[src/core/pss_pkg.sv]
package pss_pkg;

  // ****************************************
  // bus addresses
  // ****************************************
  localparam logic [2:0] ADDR_HI_C = 3'h2;    // upper bits of primary address
  localparam logic [6:0] BCAST_ADDR_C = 7'h30; // broadcast write address
  localparam logic [6:0] ARA_ADDR_C = 7'h0C;   // alert response address

  // ****************************************
  // field layout and sizes
  // ****************************************
  localparam int PTR_W = 5;                 // register pointer width
  localparam int DATA_W = 8;                // register data width
  localparam int FIFO_W = PTR_W + DATA_W;   // pointer and data per entry
  localparam int FIFO_D = 8;                // write buffer depth
  localparam logic [PTR_W-1:0] PTR_RST_C = 5'h00;

  // byte position inside a transaction
  localparam logic [1:0] BYTE_ADDR_C = 2'h0;
  localparam logic [1:0] BYTE_CMD_C = 2'h1;
  localparam logic [1:0] BYTE_DATA_C = 2'h2;
  localparam logic [1:0] BYTE_MORE_C = 2'h3;
  localparam logic [2:0] LAST_BIT_C = 3'h7;

  // ****************************************
  // bus engine states
  // ****************************************
  typedef enum logic [2:0] {
    ST_IDLE,
    ST_RX,
    ST_RXEND,
    ST_ACK,
    ST_TX,
    ST_TXEND,
    ST_MACK,
    ST_IGNORE
  } pss_state_t;

endpackage

[src/core/pss_stream_if.sv]
`timescale 1ns/1ps

// ****************************************
// valid/ready word stream between modules
// ****************************************
interface pss_stream_if #(
  parameter int W = 8
);
  logic valid;
  logic ready;
  logic [W-1:0] data;
  modport src (output valid, output data, input ready);
  modport snk (input valid, input data, output ready);
endinterface

[src/core/pss_fifo.sv]
`timescale 1ns/1ps

// ****************************************
// small write buffer with registered output
// ****************************************
module pss_fifo #(
  parameter int W = 8,
  parameter int D = 8
) (
  // clock and reset
  input wire logic clock_in,
  input wire logic reset_n_in,
  // filling side
  pss_stream_if.snk in_if,
  // draining side
  output logic out_valid_out,
  output logic [W-1:0] out_data_out,
  input wire logic out_ready_in
);
  // depth must be a power of two so the pointers wrap by themselves
  localparam int AW = $clog2(D);
  localparam logic [AW:0] FULL_C = (AW + 1)'(D);

  logic [W-1:0] mem_q [D];
  logic [AW-1:0] wr_ptr_q;
  logic [AW-1:0] rd_ptr_q;
  logic [AW:0] count_q;
  wire logic push_w;
  wire logic load_w;

  // handshake decode
  assign in_if.ready = (count_q != FULL_C);
  assign push_w = in_if.valid & in_if.ready;
  assign load_w = (count_q != '0) & (~out_valid_out | out_ready_in);

  // storage, no reset needed
  always_ff @(posedge clock_in) begin
    if (push_w) begin
      mem_q[wr_ptr_q] <= in_if.data;
    end
  end

  // pointers, fill level and output stage
  always_ff @(posedge clock_in or negedge reset_n_in) begin
    if (!reset_n_in) begin
      wr_ptr_q <= '0;
      rd_ptr_q <= '0;
      count_q <= '0;
      out_valid_out <= 1'b0;
      out_data_out <= '0;
    end else begin
      if (push_w) begin
        wr_ptr_q <= wr_ptr_q + 1'b1;
      end
      if (load_w) begin
        rd_ptr_q <= rd_ptr_q + 1'b1;
        out_data_out <= mem_q[rd_ptr_q];
        out_valid_out <= 1'b1;
      end else if (out_ready_in) begin
        out_valid_out <= 1'b0;
      end
      if (push_w && !load_w) begin
        count_q <= count_q + 1'b1;
      end else if (load_w && !push_w) begin
        count_q <= count_q - 1'b1;
      end
    end
  end

endmodule

[src/core/pss_slave.sv]
`timescale 1ns/1ps

// Functional notes
// - start is data falling while clock high
// - stop is data rising while clock high
// - only write byte, read byte, receive byte
// - primary address 010 plus four straps
// - broadcast write address always accepted
// - alert address acked only while interrupting
// - drive data low through acknowledge pulse
// - interrupt pin changes only between transactions
// - start at power-up holds interrupt until stop
// - separate data input and output pins
// - internal reset raises an interrupt
// - pointer takes low five command bits
// - pointer cleared on every stop
// - alert reply loses arbitration, aborts, retries
// - alert success releases interrupt until cleared
module pss_slave
  import pss_pkg::*;
(
  // clock and reset
  input wire logic clock_in,
  input wire logic reset_n_in,
  // serial bus pins
  input wire logic scl_in,
  input wire logic serial_data_input_pin_in,
  output logic serial_data_output_pin_out,
  input wire logic [3:0] bus_address_straps_in,
  output logic int_n_out,
  // register read port
  output logic [PTR_W-1:0] rd_addr_out,
  input wire logic [DATA_W-1:0] rd_data_in,
  // register write stream
  output logic wr_valid_out,
  output logic [PTR_W-1:0] wr_addr_out,
  output logic [DATA_W-1:0] wr_data_out,
  input wire logic wr_ready_in,
  // interrupt causes
  input wire logic irq_pending_in,
  input wire logic internal_reset_in
);

  // ****************************************
  // pin synchronisers and edge detection
  // ****************************************
  logic scl_m_q;
  logic scl_s_q;
  logic scl_p_q;
  logic sda_m_q;
  logic sda_s_q;
  logic sda_p_q;
  logic [3:0] strap_m_q;
  logic [3:0] strap_s_q;

  always_ff @(posedge clock_in or negedge reset_n_in) begin
    if (!reset_n_in) begin
      scl_m_q <= 1'b1;
      scl_s_q <= 1'b1;
      scl_p_q <= 1'b1;
      sda_m_q <= 1'b1;
      sda_s_q <= 1'b1;
      sda_p_q <= 1'b1;
      strap_m_q <= 4'h0;
      strap_s_q <= 4'h0;
    end else begin
      scl_m_q <= scl_in;
      scl_s_q <= scl_m_q;
      scl_p_q <= scl_s_q;
      sda_m_q <= serial_data_input_pin_in;
      sda_s_q <= sda_m_q;
      sda_p_q <= sda_s_q;
      strap_m_q <= bus_address_straps_in;
      strap_s_q <= strap_m_q;
    end
  end

  // bus events, judged on the second and third stages only
  wire logic scl_rise_w;
  wire logic scl_fall_w;
  wire logic start_w;
  wire logic stop_w;
  assign scl_rise_w = scl_s_q & ~scl_p_q;
  assign scl_fall_w = ~scl_s_q & scl_p_q;
  assign start_w = scl_s_q & scl_p_q & sda_p_q & ~sda_s_q;
  assign stop_w = scl_s_q & scl_p_q & ~sda_p_q & sda_s_q;

  // ****************************************
  // engine state
  // ****************************************
  pss_state_t state_q;
  pss_state_t state_d;
  logic [2:0] bit_cnt_q;
  logic [2:0] bit_cnt_d;
  logic [1:0] byte_idx_q;
  logic [1:0] byte_idx_d;
  logic [7:0] rx_sh_q;
  logic [7:0] rx_sh_d;
  logic [7:0] tx_sh_q;
  logic [7:0] tx_sh_d;
  logic rw_q;
  logic rw_d;
  logic ara_q;
  logic ara_d;
  logic mack_q;
  logic mack_d;
  logic sda_out_q;
  logic sda_out_d;
  logic [PTR_W-1:0] ptr_q;
  logic [PTR_W-1:0] ptr_d;
  logic push_q;
  logic push_d;
  logic [FIFO_W-1:0] push_data_q;
  logic busy_q;
  logic int_q;
  logic reset_irq_q;
  logic ara_rel_q;
  logic ara_done_d;

  pss_stream_if #(.W(FIFO_W)) wr_if ();

  // ****************************************
  // byte decode
  // ****************************************
  wire logic [6:0] addr7_w;
  wire logic rd_bit_w;
  wire logic hit_primary_w;
  wire logic hit_bcast_w;
  wire logic hit_ara_w;
  wire logic addr_ok_w;
  wire logic rx_ok_w;
  wire logic [7:0] tx_src_w;
  wire logic [7:0] own_reply_w;
  wire logic cause_w;

  assign addr7_w = rx_sh_q[7:1];
  assign rd_bit_w = rx_sh_q[0];
  assign hit_primary_w = (addr7_w == {ADDR_HI_C, strap_s_q});
  assign hit_bcast_w = (addr7_w == BCAST_ADDR_C) & ~rd_bit_w;
  assign hit_ara_w = (addr7_w == ARA_ADDR_C) & rd_bit_w & ~int_q;
  assign addr_ok_w = hit_primary_w | hit_bcast_w | hit_ara_w;
  // command always acked, data only with buffer room, a fourth byte never
  assign rx_ok_w = (byte_idx_q == BYTE_ADDR_C) ? addr_ok_w :
                   (byte_idx_q == BYTE_CMD_C) ? 1'b1 :
                   (byte_idx_q == BYTE_DATA_C) ? wr_if.ready :
                   1'b0;
  assign own_reply_w = {ADDR_HI_C, strap_s_q, 1'b1};
  assign tx_src_w = ara_q ? own_reply_w : rd_data_in;
  assign cause_w = irq_pending_in | reset_irq_q;

  // ****************************************
  // bus engine next state
  // ****************************************
  always_comb begin
    state_d = state_q;
    bit_cnt_d = bit_cnt_q;
    byte_idx_d = byte_idx_q;
    rx_sh_d = rx_sh_q;
    tx_sh_d = tx_sh_q;
    rw_d = rw_q;
    ara_d = ara_q;
    mack_d = mack_q;
    sda_out_d = sda_out_q;
    ptr_d = ptr_q;
    push_d = 1'b0;
    ara_done_d = 1'b0;
    if (stop_w) begin
      state_d = ST_IDLE;
      sda_out_d = 1'b1;
      ptr_d = PTR_RST_C;
      ara_d = 1'b0;
    end else if (start_w) begin
      // also a repeated start; the pointer survives it
      state_d = ST_RX;
      bit_cnt_d = 3'h0;
      byte_idx_d = BYTE_ADDR_C;
      sda_out_d = 1'b1;
      ara_d = 1'b0;
    end else begin
      unique case (state_q)
        ST_IDLE, ST_IGNORE: begin
          sda_out_d = 1'b1;
        end
        ST_RX: begin
          if (scl_rise_w) begin
            rx_sh_d = {rx_sh_q[6:0], sda_s_q};
            bit_cnt_d = bit_cnt_q + 3'h1;
            if (bit_cnt_q == LAST_BIT_C) begin
              state_d = ST_RXEND;
            end
          end
        end
        ST_RXEND: begin
          if (scl_fall_w) begin
            if (rx_ok_w) begin
              sda_out_d = 1'b0;
              state_d = ST_ACK;
              if (byte_idx_q == BYTE_ADDR_C) begin
                rw_d = rd_bit_w;
                ara_d = hit_ara_w;
              end else if (byte_idx_q == BYTE_CMD_C) begin
                ptr_d = rx_sh_q[PTR_W-1:0];
              end else begin
                push_d = 1'b1;
              end
            end else begin
              state_d = ST_IGNORE;
            end
          end
        end
        ST_ACK: begin
          // held low through the whole high period; on fall released, or driven with the first read bit
          if (scl_fall_w) begin
            bit_cnt_d = 3'h0;
            byte_idx_d = (byte_idx_q == BYTE_MORE_C) ? BYTE_MORE_C :
                         byte_idx_q + 2'h1;
            if (rw_q) begin
              tx_sh_d = tx_src_w;
              sda_out_d = tx_src_w[7];
              state_d = ST_TX;
            end else begin
              sda_out_d = 1'b1;
              state_d = ST_RX;
            end
          end
        end
        ST_TX: begin
          if (scl_rise_w) begin
            if (ara_q && tx_sh_q[7] && !sda_s_q) begin
              sda_out_d = 1'b1;
              state_d = ST_IGNORE;
            end else begin
              bit_cnt_d = bit_cnt_q + 3'h1;
              if (bit_cnt_q == LAST_BIT_C) begin
                state_d = ST_TXEND;
                ara_done_d = ara_q;
              end
            end
          end else if (scl_fall_w) begin
            tx_sh_d = {tx_sh_q[6:0], 1'b0};
            sda_out_d = tx_sh_q[6];
          end
        end
        ST_TXEND: begin
          if (scl_fall_w) begin
            sda_out_d = 1'b1;
            state_d = ST_MACK;
          end
        end
        ST_MACK: begin
          if (scl_rise_w) begin
            mack_d = ~sda_s_q;
          end else if (scl_fall_w) begin
            if (mack_q && !ara_q) begin
              // master wants more: send the same register again
              tx_sh_d = tx_src_w;
              sda_out_d = tx_src_w[7];
              bit_cnt_d = 3'h0;
              state_d = ST_TX;
            end else begin
              state_d = ST_IGNORE;
            end
          end
        end
        default: begin
          state_d = ST_IDLE;
          sda_out_d = 1'b1;
        end
      endcase
    end
  end

  // ****************************************
  // engine registers
  // ****************************************
  always_ff @(posedge clock_in or negedge reset_n_in) begin
    if (!reset_n_in) begin
      state_q <= ST_IDLE;
      bit_cnt_q <= 3'h0;
      byte_idx_q <= BYTE_ADDR_C;
      rx_sh_q <= 8'h00;
      tx_sh_q <= 8'h00;
      rw_q <= 1'b0;
      ara_q <= 1'b0;
      mack_q <= 1'b0;
      sda_out_q <= 1'b1;
      ptr_q <= PTR_RST_C;
      push_q <= 1'b0;
      push_data_q <= '0;
    end else begin
      state_q <= state_d;
      bit_cnt_q <= bit_cnt_d;
      byte_idx_q <= byte_idx_d;
      rx_sh_q <= rx_sh_d;
      tx_sh_q <= tx_sh_d;
      rw_q <= rw_d;
      ara_q <= ara_d;
      mack_q <= mack_d;
      sda_out_q <= sda_out_d;
      ptr_q <= ptr_d;
      push_q <= push_d;
      if (push_d) begin
        push_data_q <= {ptr_q, rx_sh_q};
      end
    end
  end

  // ****************************************
  // interrupt request, pin level updated only while the bus is free
  // ****************************************
  always_ff @(posedge clock_in or negedge reset_n_in) begin
    if (!reset_n_in) begin
      busy_q <= 1'b0;
      int_q <= 1'b1;
      reset_irq_q <= 1'b1;
      ara_rel_q <= 1'b0;
    end else begin
      if (start_w) begin
        busy_q <= 1'b1;
      end else if (stop_w) begin
        busy_q <= 1'b0;
      end
      if (!busy_q) begin
        int_q <= ~(cause_w & ~ara_rel_q);
      end
      // a fresh reset event beats a clear in the same cycle
      if (internal_reset_in) begin
        reset_irq_q <= 1'b1;
      end else if (ara_done_d || push_q) begin
        reset_irq_q <= 1'b0;
      end
      if (ara_done_d) begin
        ara_rel_q <= 1'b1;
      end else if (!cause_w) begin
        ara_rel_q <= 1'b0;
      end
    end
  end

  // ****************************************
  // write buffer toward the register file
  // ****************************************
  assign wr_if.valid = push_q;
  assign wr_if.data = push_data_q;

  logic [FIFO_W-1:0] fifo_data_w;

  pss_fifo #(
    .W(FIFO_W),
    .D(FIFO_D)
  ) u_fifo (
    .clock_in(clock_in),
    .reset_n_in(reset_n_in),
    .in_if(wr_if),
    .out_valid_out(wr_valid_out),
    .out_data_out(fifo_data_w),
    .out_ready_in(wr_ready_in)
  );

  // ****************************************
  // outputs
  // ****************************************
  assign wr_addr_out = fifo_data_w[FIFO_W-1:DATA_W];
  assign wr_data_out = fifo_data_w[DATA_W-1:0];
  assign rd_addr_out = ptr_q;
  assign serial_data_output_pin_out = sda_out_q;
  assign int_n_out = int_q;

endmodule

[config.mk]
export PLATFORM = sky130hd
export DESIGN_NAME = pss_slave
export DESIGN_NICKNAME = d
export VERILOG_FILES = /design/src/core/pss_pkg.sv /design/src/core/pss_stream_if.sv /design/src/core/pss_fifo.sv /design/src/core/pss_slave.sv
export SDC_FILE = /design/constraint.sdc
export NUM_CORES = 1
export LEC_CHECK = 0
export BUFFER_PORTS_ARGS = -buffer_cell sky130_fd_sc_hd__buf_2
export CAP_MARGIN = 20
export CORE_MARGIN = 2
export CORE_UTILIZATION = 40
export CTS_CLUSTER_SIZE = 40
export DETAILED_ROUTE_END_ITERATION = 8
export PLACE_DENSITY = 0.55
export SLEW_MARGIN = 20
export SYNTH_ARGS = -nofsm -noshare
export SYNTH_HDL_FRONTEND = slang
export SYNTH_HIERARCHICAL = 1
export SYNTH_SLANG_ARGS = --single-unit
export TNS_END_PERCENT = 50
[constraint.sdc]
create_clock -name clock_in -period 3.8 [get_ports clock_in]
set_input_delay 0.76 -clock clock_in [delete_from_list [all_inputs] [get_ports clock_in]]
set_output_delay 0.76 -clock clock_in [all_outputs]
set_load 0.02 [all_outputs]
# Word level (Yosys, flattened, before mapping)
# Memory sizes are Yosys's and may differ from the RTL's. A register that Yosys moved wholly into a read port is not among the register bits.
# Cells that the tools add are included.
[word_totals]
reg_bits = 76
latchBits = 0
ram_bits = 104
rom_bits = 0
inputBits = 19
mem_count = 1
[classes]
addsub = 6
mul = 0
div = 0
order_cmp = 0
eq_ne = 45
shifts = 0
muxes = 93
bitwise_logic = 28
n_reduce_logical = 43
[mem_list]
columns = ["name", "words", "word_bits", "read_ports", "rd_ports_with_merged_regs", "wr", "line", "text"]
rows = [
  ["u_fifo.mem_q", 8, 13, 1, 1, 1, "pss_fifo.sv:24", "logic [W-1:0] mem_q [D];"],
]
[op_table]
columns = ["cell", "n"]
rows = [
  ["$mux W3", 22],
  ["$mux W8", 8],
  ["$mux W1", 45],
  ["$ne A4 B4 Y1 const B", 11],
  ["$mux W5", 7],
  ["$reduce_and A10 Y1", 3],
  ["$pmux W8 S3", 1],
  ["$ne A3 B3 Y1 const B", 7],
  ["$reduce_bool A2 Y1", 10],
  ["$ne A2 B2 Y1 const B", 9],
  ["$pmux W3 S6", 1],
  ["$reduce_bool A8 Y1", 2],
  ["$eq A3 B3 Y1 const B", 5],
  ["$ne A5 B5 Y1 const B", 3],
  ["$reduce_bool A3 Y1", 5],
  ["$and A1 B1 Y1", 13],
  ["$pmux W3 S4", 1],
  ["$reduce_and A4 Y1", 3],
  ["$reduce_and A6 Y1", 2],
  ["$not A1 Y1", 11],
  ["$mux W2", 5],
  ["$add A3 B1 Y3 const B", 3],
  ["$reduce_and A9 Y1", 1],
  ["$mux W4", 2],
  ["22 further kinds", 35],
]

# Logic depth before layout (Yosys ltp)
[logic_depth]
word_depth = 10
depth_mapped = 11
depth_no_buf = 11

# By module
# Netlist, hierarchy kept.
[by_module_without_submodules]
columns = ["module", "instances", "cells_per_inst", "area_each_um2"]
rows = [
  ["pss_fifo", 1, 316, 5109.9],
  ["pss_slave", 1, 287, 3223.1],
]

# Least setup slack after synthesis
# No wires, ideal clock.
[synth_path]
path_kind = "in2reg"
startpoint = "input wr_ready_in"
endpoint = "register u_fifo.count_q[3]"
setup_time_ns = 0.136
t_arrival_ns = 2.575
path_slack_ns = 1.089
path_stages = 10
n_path_buf = 1
path_cell_list = "inv_1 a21oi_1 clkbuf_1 inv_1 ha_1 inv_1 ha_1 a21o_1 a2111oi_0 o31ai_1"
[synth_between]
elab_chain_len = 5
[synth_rtl]
columns = ["element", "line", "text"]
rows = [
  ["start, declared", "pss_slave.sv:38", "input wire logic wr_ready_in,"],
  ["$or A1 B1 Y1 (*)", "pss_fifo.sv:34", "assign load_w = (count_q != '0) & (~out_valid_out | out_ready_in);"],
  ["$and A1 B1 Y1 (*)", "pss_fifo.sv:34", ""],
  ["$logic_not A1 Y1", "pss_fifo.sv:62", "if (push_w && !load_w) begin"],
  ["$logic_and A1 B1 Y1", "pss_fifo.sv:62", ""],
  ["$mux W4 / $reduce_bool A2 Y1 (equally long branches)", "-", ""],
  ["end signal, assigned", "pss_fifo.sv:63", "count_q <= count_q + 1'b1;"],
  ["end signal, assigned", "pss_fifo.sv:65", "count_q <= count_q - 1'b1;"],
  ["end, declared", "pss_fifo.sv:27", "logic [AW:0] count_q;"],
]
# Every way passes the cells marked *; elsewhere a longest branch is shown, timed or not.
# A chain may end at the register's enable or synchronous reset.

# Worst setup path in the final report
[layout_path]
startpoint = "register u_fifo.count_q[0]"
endpoint = "register u_fifo.count_q[3]"
[layout_between]
elab_chain_len = 5
[layout_rtl]
columns = ["element", "line", "text"]
rows = [
  ["$ne A4 B4 Y1 (*)", "pss_fifo.sv:32", "assign in_if.ready = (count_q != FULL_C);"],
  ["net wr_if.ready", "pss_stream_if.sv:10", "logic ready;"],
  ["$and A1 B1 Y1 (*)", "pss_fifo.sv:33", "assign push_w = in_if.valid & in_if.ready;"],
  ["net u_fifo.push_w", "pss_fifo.sv:28", "wire logic push_w;"],
  ["$logic_not A1 Y1", "pss_fifo.sv:64", "end else if (load_w && !push_w) begin"],
  ["$logic_and A1 B1 Y1", "pss_fifo.sv:64", ""],
  ["$reduce_bool A2 Y1 (no source line)", "-", ""],
]
# The timed path passes the listed nets; every way through them passes the cells marked *. The select of a mux whose other input is x is not followed.

==> flow_summary.json <==
{
  "status": "complete, no violations",
  "diodes": 0,
  "tns_ps": 0,
  "synth_top_family_by_area": "multiplexers",
  "crit_path_end_kind": "flop",
  "setup_viol": 0,
  "vias": 4923,
  "cp_max_fo": 5,
  "dr.pass1.iters": 5,
  "p_switching_w": 0.00208,
  "syn_area_um2": 8330,
  "comb_power_share_pct": 26.7,
  "synth-seq-area-share_pct": 64.3,
  "instances_no_fill": 928,
  "num_io_pins": 40,
  "path_clk_slew_ps": 70,
  "wirelength_mm": 16.5,
  "cts_resized": 0,
  "final_hold_viol_count": 0,
  "port-buffer-count": 39,
  "synth_edf_count": 104,
  "sw_frac_of_total_pct": 33.5,
  "maxCapViolations": 0,
  "p_per_area_nw_per_um2": 661,
  "areaGrowthSynthToFinish_pct": 13.0,
  "cts.path.max_buffers": 2,
  "rsz0062_at_grt": "false",
  "initial_core_util_pct": 40.9,
  "grt_max_degree": 55,
  "whs_ps": 304,
  "grt_pass1_wl_mm": 27.0,
  "irDropWorstVdd_v": 0.000472,
  "slew_headroom_pct": 33.8,
  "drc": 0,
  "final_antenna_net_count": 0,
  "internal_power_w": 0.00414,
  "dp_hpwl_mm": 10.7,
  "power_w": 0.00622,
  "wire_per_inst_um": 17.8,
  "grt_usage_pct": 16.0,
  "rows": 52,
  "synth_seq_cells": 193,
  "grt-ovfl-total": 0,
  "dieArea_um2": 22000,
  "period_needed_ps": 2580,
  "die_w_um": 148,
  "synthSimpleGateAreaFrac_pct": 8.26,
  "fin_nets": 675,
  "synth_ff_type": "edfxtp_1",
  "placedCellCount": 896,
  "p_seq_share_pct": 45.0,
  "gp_congestion": 0.832,
  "worst_clock_skew_ps": 13.1,
  "pwr-share-clk_pct": 28.2,
  "worstMarginPinSlew_ps": 987,
  "synthTopCellsByArea": "edfxtp_1 (37%), dfrtp_1 (24%), mux2i_1 (7.3%), mux2_2 (4.2%), dfstp_2 (2.8%)",
  "syn_inst": 603,
  "hold_buffers": 0,
  "antenna_found_initial": 0,
  "drtIter0Drc": 252,
  "cts_buffers": 17,
  "yosys.area_share.xor_xnor_pct": 1.26,
  "synthArstFlopShare_pct": 46.1,
  "p_leak_nw": 3.85,
  "cts_tree": "done",
  "yosys.area.top_type": "edfxtp_1",
  "finalCoreUtilization_pct": 46.2,
  "cts_sinks": 193,
  "layout-drive-gt1-share_pct": 22.3,
  "yosys.area.top_type_share_pct": 37.5,
  "muxShareOfSynthArea_pct": 11.7,
  "synth_fp_nets": 633,
  "htreeDepth": 4,
  "fin_crit_sh_pct": 67.9,
  "synth_area_per_cell_um2": 13.8,
  "crit_type": "reg2reg",
  "fmaxAchievable_mhz": 387,
  "synth_cell_types": 65,
  "slew_violations": 0,
  "synthTopCellsByCount": "edfxtp_1 (104), dfrtp_1 (80), mux2i_1 (61)",
  "core_um2": 20400,
  "synthAdderAreaFrac_pct": 1.74,
  "cp.required_ps": 4100,
  "cts_root_buffer": "clkbuf_16",
  "synth_compound_area_share_pct": 9.29,
  "synthMostInstantiatedCell": "edfxtp_1",
  "hold_class": "in2async",
  "clk_latency_ps": 430,
  "cp.arrival_ps": 2880,
  "ys.warnings.count": 6,
  "start_kind": "flop",
  "vias_per_cell": 5.30,
  "die-height_um": 148,
  "grt_pass1_vias": 4991,
  "postCtsSetupRepairBufs": 0
}
==> sequential cells by signal, summed over array words and instances (netlist names), 2 cells and up <==
signal	cells
bit_cnt_q	3
byte_idx_q	2
push_data_q	13
rd_addr_out	5
rx_sh_q	8
state_q	3
strap_m_q	4
strap_s_q	4
tx_sh_q	8
u_fifo/count_q	4
u_fifo/mem_q	104
u_fifo/out_data_out	13
u_fifo/rd_ptr_q	3
u_fifo/wr_ptr_q	3
==> power groups by stage <==
stage / Combinational (W) / Clock [W] / Sequential [W]
after global placement: 0.00164 / 0 / 0.00283
final: 0.00166 / 0.00176 / 0.00280
after floorplan: 0.00128 / 0 / 0.00278
after global routing: 0.00184 / 0.00189 / 0.00285
after detailed placement: 0.00167 / 0 / 0.00284
after CTS: 0.00168 / 0.00181 / 0.00280
==> cells by family (layout without fill, tap and decap cells) <==
| kind of cell | Yosys count | count (layout) |
|---|---|---|
| flops | 193 | 193 |
| xor+xnor | 12 | 12 |
| simple gates | 126 | 126 |
| mux | 93 | 93 |
| buf+inv | 57 | 112 |
| compound gates | 111 | 111 |
| fa+ha+maj | 11 | 11 |
==> placed cells by master (no fill, tap or decap), types with 13 or more instances in the layout <==
cell,count
o21ai_0,28
nand3_1,18
buf_4,13
clkbuf_16,17
nor2_1,13
mux2_2,31
dfrtp_1,79
a21oi_1,20
mux2i_1,61
inv_1,27
buf_2,38
nand2_1,32
edfxtp_1,104
a22oi_1,26
==> stage by stage <==
stage,worst slack [ps],cell area [um2]
finish,1220,9410
global route,950,9410
CTS,1220,9410
detailed placement,1180,8820
global placement,1240,8820
floorplan,1090,8330
==> worst paths after layout <==
kind / startpoint / to / slack, ps / cells after the start
min reg2reg: strap_m_q[0] / strap_s_q[0] / 350 / 0
max reg2reg: u_fifo/count_q[0] / u_fifo/count_q[3] / 1220 / 10
min: reset_n_in / strap_m_q[0] / 300 / 1
min in group clock_in: strap_m_q[0] / strap_s_q[0] / 350 / 0
max: u_fifo/count_q[0] / u_fifo/count_q[3] / 1220 / 10
max in group asynchronous: reset_n_in / reset_irq_q / 2680 / 2
==> worst max-delay path, cell delays in order, from the launching register on <==
cell and delay [ps]:
dfrtp_1 460, nor3_1 220, nand2_1 130, nand2_2 150, inv_2 80, ha_1 240
inv_1 170, ha_1 260, a21o_1 210, a2111oi_0 400, o31ai_1 140
==> layout make-up <==
class / instances / area, um2
repair buffers: 52 / 308
fillers: 1818 / 11000
well taps: 270 / 338
multi-input cells: 353 / 2710
clock inverters: 14 / 150
flip-flops and latches: 193 / 5360
inverters: 28 / 105
clock buffers: 18 / 439
==> routing by layer <==
layer  track usage, %  vias to the layer above  routed length [um]  share of wire (%)
met5                0                        -                   0                  0
met4             4.95                        0                 190                1.1
met3             3.59                       12                 578                3.5
met2             27.4                       99                8420                 51
met1             20.4                     2469                7340                 44
li1                 -                     2343                   -                  -
(Power assumes the default switching activity.)
